===== src/edge_filter_defines.svh =====
// Constants for the pin edge noise filter: reset values, field positions and timing counts
// Overview of operation
// - Reset clears the sample clock select register to zero.
// - Sample clock select register is written and read only as a whole byte.
// - Analog-filtered pins ignore pulses shorter than about 10 us.
// - Analog-filtered pins report an edge 10 us plus one to two system clocks after the pin.
// - Capture pin is sampled with the selected filter sampling clock.
// - Digital filter accepts a new level only after four equal samples.
// - Capture pin edge appears three to four sampling periods plus two system clocks after the pin.
// - Timer pins use the same four-sample filter on the system clock.
// - Timer pin edge appears five to six system clocks after the pin.
// - Edges arriving while polarity is rewritten are not guaranteed to be detected.
// - Noise synchronous to the sampling clock may pass; boards add filters.
// - Two polarity registers select rising or falling per pin; reset clears both.
// - Stop and idle halt detection except on the three analog-filtered pins.
`ifndef EDGE_FILTER_DEFINES_SVH
`define EDGE_FILTER_DEFINES_SVH

// Register reset values
`define SAMPLE_SEL_RESET 8'h00
`define POL_LOW_RESET    8'h00
`define POL_HIGH_RESET   8'h00

// Field positions
`define SAMPLE_RATE_LSB  0
`define SAMPLE_RATE_MSB  1
`define POL_LOW_PINS     4
`define POL_HIGH_PINS    3

// Sampling clock divide masks for the four rate codes
`define RATE_MASK_DIV1   6'h00
`define RATE_MASK_DIV4   6'h03
`define RATE_MASK_DIV16  6'h0f
`define RATE_MASK_DIV64  6'h3f

// Timing
`define DIGITAL_SAMPLES  4
`define CLK_PERIOD_NS    50
`define ANALOG_TIME_NS   10000
`define ANALOG_CYCLES    ((`ANALOG_TIME_NS + `CLK_PERIOD_NS - 1) / `CLK_PERIOD_NS)

`endif


===== src/edge_filter_pkg.sv =====
// Types shared by the pin edge noise filter
package edge_filter_pkg;

   // One bit per pin; bit 0 is the nonmaskable edge pin
   typedef struct packed {
      logic analogFilteredPinB;
      logic analogFilteredPinA;
      logic timerEdgePinC;
      logic timerEdgePinB;
      logic timerEdgePinA;
      logic digitallyFilteredCapturePin;
      logic nonmaskableEdgePin;
   } pinVec_t;

   // Sampling clock rate codes held in the select register
   typedef enum logic [1:0] {
      RATE_DIV1,
      RATE_DIV4,
      RATE_DIV16,
      RATE_DIV64
   } sampleRate_t;

endpackage


===== src/pin_edge_noise_filter.sv =====
// Edge detection front end with analog-style and four-sample digital noise filters
`include "edge_filter_defines.svh"

module pin_edge_noise_filter
   import edge_filter_pkg::*;
#(
   parameter int ANALOG_CYC = `ANALOG_CYCLES
) (
   // Clock and reset
   input  wire logic       clk,
   input  wire logic       rst_b,
   // External pins, asynchronous
   input  wire pinVec_t    pinIn,
   // Byte-wide register writes from the CPU side
   input  wire logic       sampleSelWr,
   input  wire logic [7:0] sampleSelData,
   input  wire logic       polLowWr,
   input  wire logic [7:0] polLowData,
   input  wire logic       polHighWr,
   input  wire logic [7:0] polHighData,
   // Stop or idle standby active
   input  wire logic       standbyStop,
   // Register read back
   output logic [7:0]      sampleSelRd,
   output logic [7:0]      polLowRd,
   output logic [7:0]      polHighRd,
   // Filtered levels and one-cycle edge pulses
   output pinVec_t         filtLevel,
   output pinVec_t         edgeOut
);

   localparam int NPIN = 7;
   localparam int CW   = $clog2(ANALOG_CYC + 1);
   localparam logic [CW-1:0] CNT_LAST = CW'(ANALOG_CYC - 1);

   logic [7:0]      sampleSel_q;
   logic [7:0]      polLow_q;
   logic [7:0]      polHigh_q;
   logic [NPIN-1:0] pinMeta_q;
   logic [NPIN-1:0] pinSync_q;
   logic [NPIN-1:0] lvl_q;
   logic [NPIN-1:0] lvl_d;
   logic [NPIN-1:0] edge_q;
   logic [NPIN-1:0] edge_d;
   logic [NPIN-1:0] analogHit;
   logic [5:0]      divCnt_q;
   logic [5:0]      rateMask;
   logic [NPIN-1:0] pol;
   logic [NPIN-1:0] tick;
   logic            sampleTick;
   logic            polWrite;
   sampleRate_t     rate;

   // Registers: whole-byte writes only, so there is no bit-level strobe
   // Bits beyond the used fields are kept only for read back
   // byte registers
   always_ff @(posedge clk) begin
      if (!rst_b) begin
         sampleSel_q <= `SAMPLE_SEL_RESET;
         polLow_q    <= `POL_LOW_RESET;
         polHigh_q   <= `POL_HIGH_RESET;
      end else begin
         if (sampleSelWr) sampleSel_q <= sampleSelData;
         if (polLowWr)    polLow_q    <= polLowData;
         if (polHighWr)   polHigh_q   <= polHighData;
      end
   end

   assign sampleSelRd = sampleSel_q;
   assign polLowRd    = polLow_q;
   assign polHighRd   = polHigh_q;

   // Polarity per pin, 1 = rising; low register covers pins 0..3
   assign pol      = {polHigh_q[`POL_HIGH_PINS-1:0], polLow_q[`POL_LOW_PINS-1:0]};
   // Edges in a polarity write cycle are dropped, not judged against a changing polarity
   // polarity change window
   assign polWrite = polLowWr | polHighWr;

   // Two-stage synchroniser; only the second stage feeds logic
   always_ff @(posedge clk) begin
      if (!rst_b) begin
         pinMeta_q <= '0;
         pinSync_q <= '0;
      end else begin
         pinMeta_q <= pinIn;
         pinSync_q <= pinMeta_q;
      end
   end

   // Sampling clock enable from a free-running divider
   // The divider never stops, so a new rate code applies within one divider period
   // selectable sampling clock
   assign rate       = sampleRate_t'(sampleSel_q[`SAMPLE_RATE_MSB:`SAMPLE_RATE_LSB]);
   assign rateMask   = (rate == RATE_DIV1)  ? `RATE_MASK_DIV1  :
                       (rate == RATE_DIV4)  ? `RATE_MASK_DIV4  :
                       (rate == RATE_DIV16) ? `RATE_MASK_DIV16 : `RATE_MASK_DIV64;
   assign sampleTick = ((divCnt_q & rateMask) == 6'h00);

   always_ff @(posedge clk) begin
      if (!rst_b) divCnt_q <= 6'h00;
      else        divCnt_q <= divCnt_q + 6'h01;
   end

   // Per-pin tick: capture pin on the selected clock, timer pins every system clock
   // Analog bits are never read; they only keep the vector aligned with the pins
   // system and selected clock sampling
   assign tick = {2'b11, 3'b111, sampleTick, 1'b1};

   // Per-pin filters
   genvar i;
   generate
      for (i = 0; i < NPIN; i++) begin : g_pin
         if (i == 0 || i == 5 || i == 6) begin : g_analog
            // Delay filter: level must hold a full 10 us before it is taken.
            // Runs in standby too, since these pins wake the device.
            logic [CW-1:0] cnt_q;
            assign analogHit[i] = (cnt_q == CNT_LAST) && (pinSync_q[i] != lvl_q[i]);
            always_ff @(posedge clk) begin
               if (!rst_b)                     cnt_q <= '0;
               else if (pinSync_q[i] == lvl_q[i]) cnt_q <= '0;
               else if (analogHit[i])          cnt_q <= '0;
               else                            cnt_q <= cnt_q + CW'(1);
            end
            assign lvl_d[i] = analogHit[i] ? pinSync_q[i] : lvl_q[i];
         end else begin : g_digital
            // Three stored samples plus the current one make four in a row.
            // Noise locked to the sample clock can still slip through.
            // Standby freezes the history, so sampling resumes where it stopped.
            logic [`DIGITAL_SAMPLES-2:0] hist_q;
            logic                        run;
            logic                        agree;
            assign run   = tick[i] & ~standbyStop;
            assign agree = (hist_q == {(`DIGITAL_SAMPLES-1){pinSync_q[i]}});
            assign analogHit[i] = 1'b0;
            always_ff @(posedge clk) begin
               if (!rst_b)   hist_q <= '0;
               else if (run) hist_q <= {hist_q[`DIGITAL_SAMPLES-3:0], pinSync_q[i]};
            end
            assign lvl_d[i] = (run && agree) ? pinSync_q[i] : lvl_q[i];
         end
         assign edge_d[i] = (lvl_d[i] != lvl_q[i]) && (lvl_d[i] == pol[i]) && !polWrite;
      end
   endgenerate

   // Filtered levels and edge pulses, registered for clean outputs
   always_ff @(posedge clk) begin
      if (!rst_b) begin
         lvl_q  <= '0;
         edge_q <= '0;
      end else begin
         lvl_q  <= lvl_d;
         edge_q <= edge_d;
      end
   end

   assign filtLevel = pinVec_t'(lvl_q);
   assign edgeOut   = pinVec_t'(edge_q);
endmodule


===== config.mk =====
export PLATFORM = sky130hd
export DESIGN_NAME = pin_edge_noise_filter
export DESIGN_NICKNAME = d
export VERILOG_FILES = /design/src/edge_filter_pkg.sv /design/src/pin_edge_noise_filter.sv
export VERILOG_INCLUDE_DIRS = /design/src
export SDC_FILE = /design/constraint.sdc
export NUM_CORES = 1
export LEC_CHECK = 0
export ABC_CLOCK_PERIOD_IN_PS = 3300
export BUFFER_PORTS_ARGS = -buffer_cell sky130_fd_sc_hd__buf_2
export CAP_MARGIN = 15
export CORE_MARGIN = 1
export CORE_UTILIZATION = 58
export CTS_CLUSTER_DIAMETER = 50
export CTS_CLUSTER_SIZE = 20
export DETAILED_ROUTE_END_ITERATION = 8
export HOLD_SLACK_MARGIN = 0.05
export PLACE_DENSITY = 0.84
export SLEW_MARGIN = 20
export SYNTH_ARGS = -nofsm -noshare
export SYNTH_HDL_FRONTEND = slang
export SYNTH_SLANG_ARGS = --single-unit
export TNS_END_PERCENT = 100

===== constraint.sdc =====
create_clock -name clk -period 3.3 [get_ports clk]
set_clock_uncertainty 0.05 [all_clocks]
set_input_delay 0.99 -clock clk [delete_from_list [all_inputs] [get_ports clk]]
set_output_delay 0.99 -clock clk [all_outputs]
set_load 0.01 [all_outputs]

==> results by group, run 1 <==
Status
  • Status: completed

Clock network
  • CTS tree: built
  • CTS resizes: 0
  • Postcts setup bufs: 0
  • Root Buffer Master: clkbuf_8
  • Sink Count: 94
  • Max Root-Sink Buffers: 2
  • Clk pin slew, worst setup/hold paths: 90 ps
  • CTS Hold Bufs: 0
  • Cts bufs inserted: 9
  • Clock Latency Late Sink: 360 ps
  • Max H-tree Level: 3

Cells and area
  • Final core utilization: 72.26%
  • Share of cells above drive strength 1: 21.27%
  • Nets@finish: 478
  • Post-Layout Cell Count: 517
  • Syn-to-layout area delta: 18.33%
  • Final Instance Area: 4329 sq um
  • Antenna fix cells: 0

Global routing
  • Largest net degree at the start of global routing: 44
  • Initial antenna violation count: 0
  • Total gr overflow: 0
  • Vias in the first global route: 2506
  • Total track usage: 22.92%
  • First-pass GRT wire length: 11280 um

Routing
  • Initial DRC count: 80
  • DRT Wirelength: 7082 um
  • Post-route ant nets: 0
  • Residual DRC: 0
  • Via-per-instance ratio: 5.306
  • Via count: 2743
  • Wire per inst: 13.70 um
  • DR pass1 iterations: 4

Die
  • Die ar.: 6629 sq um
  • FP Rows: 28
  • Die X: 81.42 um
  • IO Count: 75
  • Die height: 81.42 um
  • Core Area: 5991 sq um
  • Starting Density: 61.07%

Setup path
  • Worst Reg-to-Reg Cells: 5
  • CP required: 2260 ps
  • FF-to-FF End: g_pin[5].g_analog.cnt_q[5]
  • CP arrival: 970 ps
  • Max stage delay on crit path: 450 ps
  • WP buf/inv: 1
  • FF-to-FF Start: g_pin[5].g_analog.cnt_q[0]
  • Worst reg-to-reg setup slack: 1770 ps
  • Crit-path cells: buf_2
  • Critical path's top delay family: flip-flops
  • CP Launch Type: flop
  • Critical path class: reg2out
  • Slowest cell on the critical path: dfxtp_1
  • Crit Path Max Fanout: 4
  • CP endpoint kind: output pin

Min path
  • Hold_sp: pinMeta_q[5]
  • WHS Endpoint: pinSync_q[5]
  • Hold Crit Class: reg2reg
  • Worst hold stages: 1

Placed design
  • Post-detail-place hpwl: 4922 um
  • Placer congestion estimate: 0.7920
  • DP Area: 4080 sq um
  • Number of port buffers: 74
  • Placed cell count: 501

Flow run
  • Max-cap violations: 0

Timing
  • Final setup violation count: 0
  • RSZ-0062 raised after global routing: false
  • Max-slew violation count: 0
  • Slew HR: 60.41%
  • F_max: 0.4964 GHz
  • Final worst-path cycle share: 61.04%
  • Setup_tns: 0 ps
  • Min Hold Slack: 384.6 ps
  • Fin. Hold Viols: 0
  • Least-Margin Pin Slew: 593.9 ps
  • Min cycle time layout: 2014 ps

Synth
  • Ys async rst share: 0%
  • Synthesis-stage register bit count: 94
  • XOR/XNOR share of the synthesized area: 5.746%
  • Number of enable flip-flop cells after synthesis: 0
  • Unique masters post-synth: 38
  • Syn avg cell area: 10.05 sq um
  • Post-synthesis sequential area ratio: 51.44%
  • Post-synthesis mux area share: 9.576%
  • Main combinational cell family by area after synthesis: simple AND/OR/NAND/NOR gates
  • Compound-gate portion of the synthesized area: 4.549%
  • Synth Warn #: 0
  • Ys flop type: dfxtp_1
  • Area share of fa/ha/maj cells after synthesis: 1.368%
  • Mapped Area: 3659 sq um
  • Simple-gate share of the synthesized area: 25.44%
  • Synthesized net count: 405
  • Synth Instances: 364

Power
  • Leak Pwr: 0.001855 uW
  • Cell Pwr Density: 520.8 nW/um^2
  • Maximum VDD drop: 331.1 uV
-- cells in the mapped netlist, types with 2 or more instances --
cell type / count / area [sq um]
a21boi_1: 3 / 22.52
a21oi_1: 6 / 30.03
and2_1: 20 / 125.1
and3_1: 4 / 25.02
buf_2: 4 / 20.02
clkbuf_1: 10 / 37.54
dfxtp_1: 94 / 1882
ha_1: 4 / 50.05
inv_1: 3 / 11.26
mux2i_1: 35 / 350.3
nand2_1: 15 / 56.30
nand2b_1: 4 / 25.02
nand3_1: 20 / 100.1
nor2_1: 37 / 138.9
nor2b_1: 39 / 244.0
nor3_1: 4 / 20.02
nor3b_1: 5 / 37.54
nor4_1: 4 / 25.02
nor4_2: 2 / 25.02
nor4b_1: 2 / 17.52
o211ai_1: 2 / 15.01
o21ai_0: 5 / 25.02
o21ai_1: 5 / 25.02
xnor2_1: 10 / 87.58
xor2_1: 14 / 122.6
-- metrics by stage --
stage	total power, uW	setup WS [ps]
after floorplan	1303	1428
after detailed placement	1359	982.1
after global placement	1352	1062
after global routing	2333	1198
final	2254	1286
after CTS	2265	1291
-- placed cells by master, fill, tap and decap left out, types with 2 or more instances in the layout --
| master | instances |
|---|---|
| buf_4 | 2 |
| inv_1 | 3 |
| nor2_1 | 37 |
| xnor2_1 | 10 |
| nor3b_1 | 5 |
| and2_1 | 20 |
| nor4_1 | 4 |
| nor3_1 | 4 |
| nand2b_1 | 4 |
| mux2i_1 | 35 |
| o21ai_0 | 5 |
| clkbuf_1 | 2 |
| and3_1 | 4 |
| bufinv_16 | 3 |
| buf_2 | 74 |
| xor2_1 | 14 |
| nor4_2 | 2 |
| a21boi_1 | 3 |
| o21ai_1 | 5 |
| nor4b_1 | 2 |
| a21oi_1 | 6 |
| nand2_1 | 15 |
| o211ai_1 | 2 |
| clkbuf_8 | 11 |
| nand3_1 | 20 |
| ha_1 | 4 |
| nor2b_1 | 39 |
| dfxtp_1 | 94 |
-- state kept, by name, indices dropped and copies added (netlist names) --
name / flops
g_pin.g_analog.cnt_q: 24
g_pin.g_digital.hist_q: 12
polHighRd: 8
polLowRd: 8
sampleSelRd: 8
edgeOut: 7
filtLevel: 7
pinMeta_q: 7
pinSync_q: 7
divCnt_q: 6
-- how the worst max path moves through the flow --
stage                               from                    endpoint  slack, ps  depth (start not counted)
after floorplan                    rst_b  g_pin[5].g_analog.cnt_q[3]       1430                          5
after global placement             rst_b                filtLevel[1]       1060                          4
after detailed placement           rst_b                filtLevel[1]        980                          4
after CTS                   filtLevel[0]                filtLevel[0]       1290                          1
after global routing               rst_b                filtLevel[1]       1200                          4
final                     sampleSelRd[1]              sampleSelRd[1]       1290                          1
-- report_power, final --
part / leakage [uW] / switching, uW / total (uW) / internal [uW]
Sequential: 0.000766 / 26.2 / 1190 / 1170
Clock: 0.000124 / 375 / 921 / 546
Combinational: 0.000965 / 70.3 / 142 / 71.5
Total: 0.00185 / 472 / 2250 / 1780
-- layout make-up --
type / instances / area, sq um
flip-flops and latches: 94 / 1882
fillers: 459 / 1662
inverters: 3 / 11.26
clock inverters: 3 / 90.09
repair buffers: 76 / 385.4
multi-input cells: 253 / 1708
well taps: 75 / 93.84
clock buffers: 13 / 158.9
-- layer usage --
| layer | global-route usage, % | wire length (um) |
|---|---|---|
| met3 | 4.778 | 346 |
| met5 | 0 | 0 |
| met1 | 27.09 | 3194 |
| met4 | 11.79 | 125 |
| met2 | 39.08 | 3416 |
-- cell families after synthesis --
| family | after synthesis |
|---|---|
| compound gates | 25 |
| xor+xnor | 24 |
| simple gates | 165 |
| fa+ha+maj | 4 |
| buf+inv | 17 |
| mux | 35 |
| flops | 94 |
Note: power is estimated with default switching activity, not from simulation.
==> run 2: changes to the inputs <==
Settings changed: ABC_CLOCK_PERIOD_IN_PS 3300 to 1800, CORE_UTILIZATION 58 to 49, PLACE_DENSITY 0.84 to 0.75.
Clock period 3.3 ns to 1.8 ns, I/O delays scaled along.
==> results by group, run 2 (synthesis gave the netlist of run 1 again) <==
Die
  • FP Rows: 31 (+11%)
  • Die ar.: 7816 sq um (+18%)
  • Core Area: 7253 sq um (+21%)
  • IO Count: 75 (unchanged)
  • Die X: 88.41 um (+8.6%)
  • Die height: 88.41 um (+8.6%)
  • Starting Density: 50.44% (-11 points)

Clock network
  • Max H-tree Level: 3 (unchanged)
  • Root Buffer Master: clkbuf_8
  • Postcts setup bufs: 0 (unchanged)
  • CTS tree: built
  • Cts bufs inserted: 9 (unchanged)
  • Clk pin slew, worst setup/hold paths: 90 ps (about the same)
  • Clock Latency Late Sink: 350 ps (about the same)
  • CTS Hold Bufs: 0 (unchanged)
  • Max Root-Sink Buffers: 2 (unchanged)
  • Sink Count: 94 (unchanged)
  • CTS resizes: 0 (unchanged)

Flow run
  • Max-cap violations: 0 (unchanged)

Routing
  • DR pass1 iterations: 5 (+1)
  • Post-route ant nets: 0 (unchanged)
  • Initial DRC count: 82 (+2.5%)
  • Via-per-instance ratio: 4.882 (-8.0%)
  • Wire per inst: 11.90 um (-13%)
  • Met2 WL: 2965 um (-13%)
  • Residual DRC: 0 (unchanged)
  • DRT Wirelength: 6451 um (-8.9%)
  • WL met3: 317 um (-8.4%)
  • Top Layer Used: met4
  • Via count: 2646 (-3.5%)
  • Routed met1 length: 3104 um (-2.8%)

Setup path
  • CP required: 1990 ps (-270 ps)
  • Worst reg-to-reg setup slack: 240 ps (-1530 ps)
  • CP Launch Type: flop
  • Worst Reg-to-Reg Cells: 5 (unchanged)
  • Critical path class: reg2reg
  • CP arrival: 1750 ps (+780 ps)
  • End of the critical path: g_pin[5].g_analog.cnt_q[5]
  • Crit Path Max Fanout: 6 (+2)
  • Worst Setup SP: g_pin[5].g_analog.cnt_q[0]
  • FF-to-FF Start: g_pin[5].g_analog.cnt_q[0]
  • CP endpoint kind: flop
  • FF-to-FF End: g_pin[5].g_analog.cnt_q[5]

Cells and area
  • Syn-to-layout area delta: 18.26% (about the same)
  • Commonest non-fill, non-tap cell in the layout: dfxtp_1
  • Share of cells above drive strength 1: 21.67% (+0.40 points)
  • Max reg flops: 24 (unchanged)
  • Most frequent cells in the layout: dfxtp_1 (94), buf_2 (74), nor2b_1 (39)
  • Reg with most FFs: g_pin.g_analog.cnt_q
  • Post-Layout Cell Count: 542 (+4.8%)
  • Final Instance Area: 4327 sq um (about the same)
  • Area used by multi-input combinational logic: 1708 sq um (unchanged)
  • Nets@finish: 480 (+0.42%)
  • Antenna fix cells: 0 (unchanged)
  • Biggest registers after layout: g_pin.g_analog.cnt_q (24), g_pin.g_digital.hist_q (12)
  • Layout fillers: 666 (+45%)
  • Reg area: 1882 sq um (unchanged)

Global routing
  • Total track usage: 17.84% (-5.1 points)
  • Initial antenna violation count: 0 (unchanged)
  • Total gr overflow: 0 (unchanged)
  • Largest net degree at the start of global routing: 42 (-4.5%)
  • First-pass GRT wire length: 10610 um (-6.0%)
  • Vias in the first global route: 2466 (-1.6%)

Placed design
  • Number of port buffers: 74 (unchanged)
  • DP Area: 4138 sq um (+1.4%)
  • Post-detail-place hpwl: 4545 um (-7.7%)
  • Pre-CTS WS: 233.8 ps (-748.3 ps)
  • Placer congestion estimate: 0.7383 (-6.8%)
  • Placed cell count: 527 (+5.2%)

Power
  • Cell Pwr Density: 874.1 nW/um^2 (+68%)
  • Leak Pwr: 0.001840 uW (-0.78%)
  • Maximum VDD drop: 509.7 uV (+54%)
  • Tot Pwr: 3782 uW (+68%)

Timing
  • F_max: 0.6391 GHz
  • Fin. Hold Viols: 0 (unchanged)
  • Least-Margin Pin Slew: 397.9 ps (-195.9 ps)
  • Final worst-path cycle share: 86.93%
  • Final worst slack: 235.3 ps (-1050 ps)
  • RSZ-0062 raised after global routing: false
  • Final setup violation count: 0 (unchanged)
  • Min cycle time layout: 1565 ps
  • Max-slew violation count: 0 (unchanged)
  • Setup_tns: 0 ps (unchanged)
  • Slew HR: 73.25% (+13 points)

Min path
  • Hold Crit Class: in2reg
  • Worst hold stages: 2 (+1)

Status
  • Status: completed
[run 2: changes by cell type in the layout (fill, tap and decap cells not counted), sizes merged]
cell	previous run	this run
buf	76	78
clkbuf	13	11
clkinvlp	0	1
bufinv	3	1
clkinv	0	2
[run 2: final cells by class]
type,instances,area share [%]
flip-flops and latches,94,43.49
inverters,3,0.2603
repair buffers,78,9.543
multi-input cells,253,39.47
clock inverters,4,1.099
well taps,99,2.863
clock buffers,11,3.268
[run 2: worst min path at each step]
stage | start | to | slack (ps)
5_1_grt | pinIn[5] | pinMeta_q[5] | 330
3_5_place_dp | pinMeta_q[2] | pinSync_q[2] | 370
6_report | pinIn[4] | pinMeta_q[4] | 340
2_1_floorplan | pinMeta_q[0] | pinSync_q[0] | 360
4_1_cts | pinIn[6] | pinMeta_q[6] | 320
3_3_place_gp | pinMeta_q[2] | pinSync_q[2] | 360
[run 2: metrics by stage]
step                      util (%)  hold WS, ps
after global routing         59.65        325.2
after global placement       57.05        364.9
after CTS                    59.65        324.5
after detailed placement     57.05        373.4
final                        59.65        339.9
after floorplan                  -        361.9
[run 2: layer usage]
metal  track usage [%]  vias to the layer above
li1                  -                     1374
met1             21.34                     1209
met2             29.93                       58
met3             5.317                        5
met4             7.478                        0
met5                 0                        -
[run 2: power by group]
part | switching [uW] | internal, uW | total, uW | leakage (uW)
sequential | 44.4 | 2140 | 2180 | 0.000766
combinational | 126 | 136 | 262 | 0.000979
clock | 671 | 668 | 1340 | 0.0000952
total | 841 | 2940 | 3780 | 0.00184
[run 2: worst max-delay path: stages, from the launching register on]
cell,delay (ps)
dfxtp_1,350
ha_1,240
nand4_1,140
nor4_2,310
or2_1,290
nor2_1,70
==> run 3: changes to the inputs <==
Settings changed: CORE_UTILIZATION 49 to 34, PLACE_DENSITY 0.75 to unset, SKIP_LAST_GASP set to 1.
==> results by group, run 3 (synthesis gave the netlist of run 1 again) <==
Status
  • Status: completed

Power
  • Clock network fraction of design power: 36.7% (+1.3 points)
  • Sequential share of power: 56.5% (-1.2 points)
  • Int Power: 2963 uW (+0.74%)
  • Cell Pwr Density: 879.7 nW/um^2 (+0.64%)
  • Leak Pwr: 0.001845 uW (+0.28%)
  • Sw Share: 23.32% (+1.1 points)
  • Sw Pwr: 900.9 uW (+7.1%)
  • Maximum VDD drop: 439.6 uV (-14%)
  • Comb power frac: 6.8% (about the same)

Setup path
  • Worst Reg-to-Reg Cells: 5 (unchanged)
  • WP buf/inv: 1 (+1)
  • FF-to-FF End: g_pin[5].g_analog.cnt_q[3]
  • Worst reg-to-reg setup slack: 290 ps (+50 ps)
  • CP Launch Type: flop
  • Slowest cell on the critical path: dfxtp_1
  • CP required: 1210 ps (-780 ps)
  • CP endpoint kind: output pin
  • Critical path class: reg2out
  • Crit Path Max Fanout: 4 (-2)
  • CP arrival: 940 ps (-810 ps)
  • Critical path's top delay family: flip-flops
  • FF-to-FF Start: g_pin[5].g_analog.cnt_q[0]
  • Crit-path cells: buf_2
  • Max stage delay on crit path: 430 ps (+80 ps)

Die
  • Die ar.: 11180 sq um (+43%)
  • Starting Density: 35.28% (-15 points)
  • FP Rows: 37 (+19%)
  • Die X: 105.7 um (+20%)
  • Core Area: 10370 sq um (+43%)
  • Die height: 105.7 um (+20%)
  • IO Count: 75 (unchanged)

Timing
  • F_max: 0.6526 GHz (+2.1%)
  • Final worst-path cycle share: 85.12% (-1.8 points)
  • Least-Margin Pin Slew: 379.3 ps (-18.62 ps)
  • Max-slew violation count: 0 (unchanged)
  • Fin. Hold Viols: 0 (unchanged)
  • Final worst slack: 267.8 ps (+32.50 ps)
  • Slew HR: 74.48% (+1.2 points)
  • RSZ-0062 raised after global routing: false
  • Final setup violation count: 0 (unchanged)
  • Min cycle time layout: 1532 ps (-32.50 ps)
  • Setup_tns: 0 ps (unchanged)

Global routing
  • Largest net degree at the start of global routing: 53 (+26%)
  • First-pass GRT wire length: 11290 um (+6.4%)
  • Vias in the first global route: 2433 (-1.3%)
  • Initial antenna violation count: 0 (unchanged)
  • Total track usage: 12.67% (-5.2 points)
  • Total gr overflow: 0 (unchanged)

Clock network
  • CTS tree: built
  • Max Root-Sink Buffers: 2 (unchanged)
  • CTS Hold Bufs: 0 (unchanged)
  • Clk pin slew, worst setup/hold paths: 90 ps (about the same)
  • Cts bufs inserted: 9 (unchanged)
  • Sink Count: 94 (unchanged)
  • Clock Latency Late Sink: 350 ps (about the same)
  • Postcts setup bufs: 0 (unchanged)
  • Max H-tree Level: 3 (unchanged)
  • Root Buffer Master: clkbuf_8
  • CTS resizes: 0 (unchanged)

Cells and area
  • Most frequent cells in the layout: dfxtp_1 (94), buf_2 (74), nor2b_1 (39)
  • Post-Layout Cell Count: 580 (+7.0%)
  • Syn-to-layout area delta: 20.04%
  • Final core utilization: 42.35% (-17 points)
  • Biggest registers after layout: g_pin.g_analog.cnt_q (24), g_pin.g_digital.hist_q (12)
  • Nets@finish: 480 (unchanged)
  • Reg with most FFs: g_pin.g_analog.cnt_q
  • Max reg flops: 24 (unchanged)
  • Share of cells above drive strength 1: 22.07% (+0.40 points)
  • Commonest non-fill, non-tap cell in the layout: dfxtp_1
  • Antenna fix cells: 0 (unchanged)

Min path
  • Hold Crit Class: in2reg
  • WHS Endpoint: pinMeta_q[2]
  • Worst hold stages: 2 (unchanged)
  • Hold_sp: pinIn[2]

Placed design
  • Placer congestion estimate: 0.7624 (+3.3%)
  • Number of port buffers: 74 (unchanged)
  • Placed cell count: 564 (+7.0%)
  • Pre-CTS WS: 227.8 ps (-5.993 ps)
  • Post-detail-place hpwl: 4814 um (+5.9%)

Routing
  • Via-per-instance ratio: 4.543 (-6.9%)
  • Wire per inst: 11.53 um (-3.2%)
  • Residual DRC: 0 (unchanged)
  • DR pass1 iterations: 4 (-1)
  • DRT Wirelength: 6685 um (+3.6%)
  • Post-route ant nets: 0 (unchanged)
  • Initial DRC count: 81 (-1.2%)
  • Via count: 2635 (-0.42%)

Flow run
  • Max-cap violations: 0 (unchanged)
-- run 3: cell count changes in the layout (fill, tap and decap cells not counted) --
cell	before	now
clkinvlp_4	1	2
clkinv_2	2	1
inv_8	0	1
clkinv_4	0	1
clkbuf_1	1	0
-- run 3: metrics by stage --
stage | hold slack (ps) | total power (uW) | instance area [sq um]
6_report | 341.3 | 3864 | 4392
5_1_grt | 318.1 | 4065 | 4392
4_1_cts | 318.5 | 3929 | 4392
3_5_place_dp | 366.9 | 2500 | 4184
3_3_place_gp | 365.1 | 2493 | 4184
2_1_floorplan | 361.9 | 2389 | 3659
-- run 3: worst max-delay path by stage --
| stage | from | end | slack (ps) | cells after the start |
|---|---|---|---|---|
| 2_1_floorplan | rst_b | g_pin[5].g_analog.cnt_q[3] | 380 | 5 |
| 3_3_place_gp | standbyStop | filtLevel[4] | 270 | 4 |
| 3_5_place_dp | standbyStop | filtLevel[3] | 230 | 4 |
| 4_1_cts | sampleSelRd[1] | sampleSelRd[1] | 240 | 1 |
| 5_1_grt | g_pin[5].g_analog.cnt_q[0] | g_pin[5].g_analog.cnt_q[7] | 170 | 5 |
| 6_report | sampleSelRd[1] | sampleSelRd[1] | 270 | 1 |
-- run 3: layout make-up --
type	instances	area, sq um
clock inverters	6	70.07
clock buffers	10	137.6
inverters	3	11.26
flip-flops and latches	94	1882
well taps	136	170.2
fillers	1017	5978
repair buffers	78	412.9
multi-input cells	253	1708
-- run 3: power groups by stage --
stage / clock network (uW) / logic [uW] / registers (uW)
2_1_floorplan: 0 / 151 / 2240
3_3_place_gp: 0 / 263 / 2230
3_5_place_dp: 0 / 268 / 2230
4_1_cts: 1480 / 268 / 2180
5_1_grt: 1580 / 293 / 2190
6_report: 1420 / 264 / 2180
-- run 3: routing by layer --
| layer | track usage, % | wire (um) | vias up | share of wire [%] |
|---|---|---|---|---|
| met3 | 3.278 | 300 | 4 | 4.5 |
| met4 | 5.357 | 71 | 0 | 1.1 |
| li1 | - | - | 1378 | - |
| met5 | 0 | 0 | - | 0 |
| met1 | 16.53 | 3392 | 1197 | 51 |
| met2 | 19.75 | 2921 | 56 | 44 |
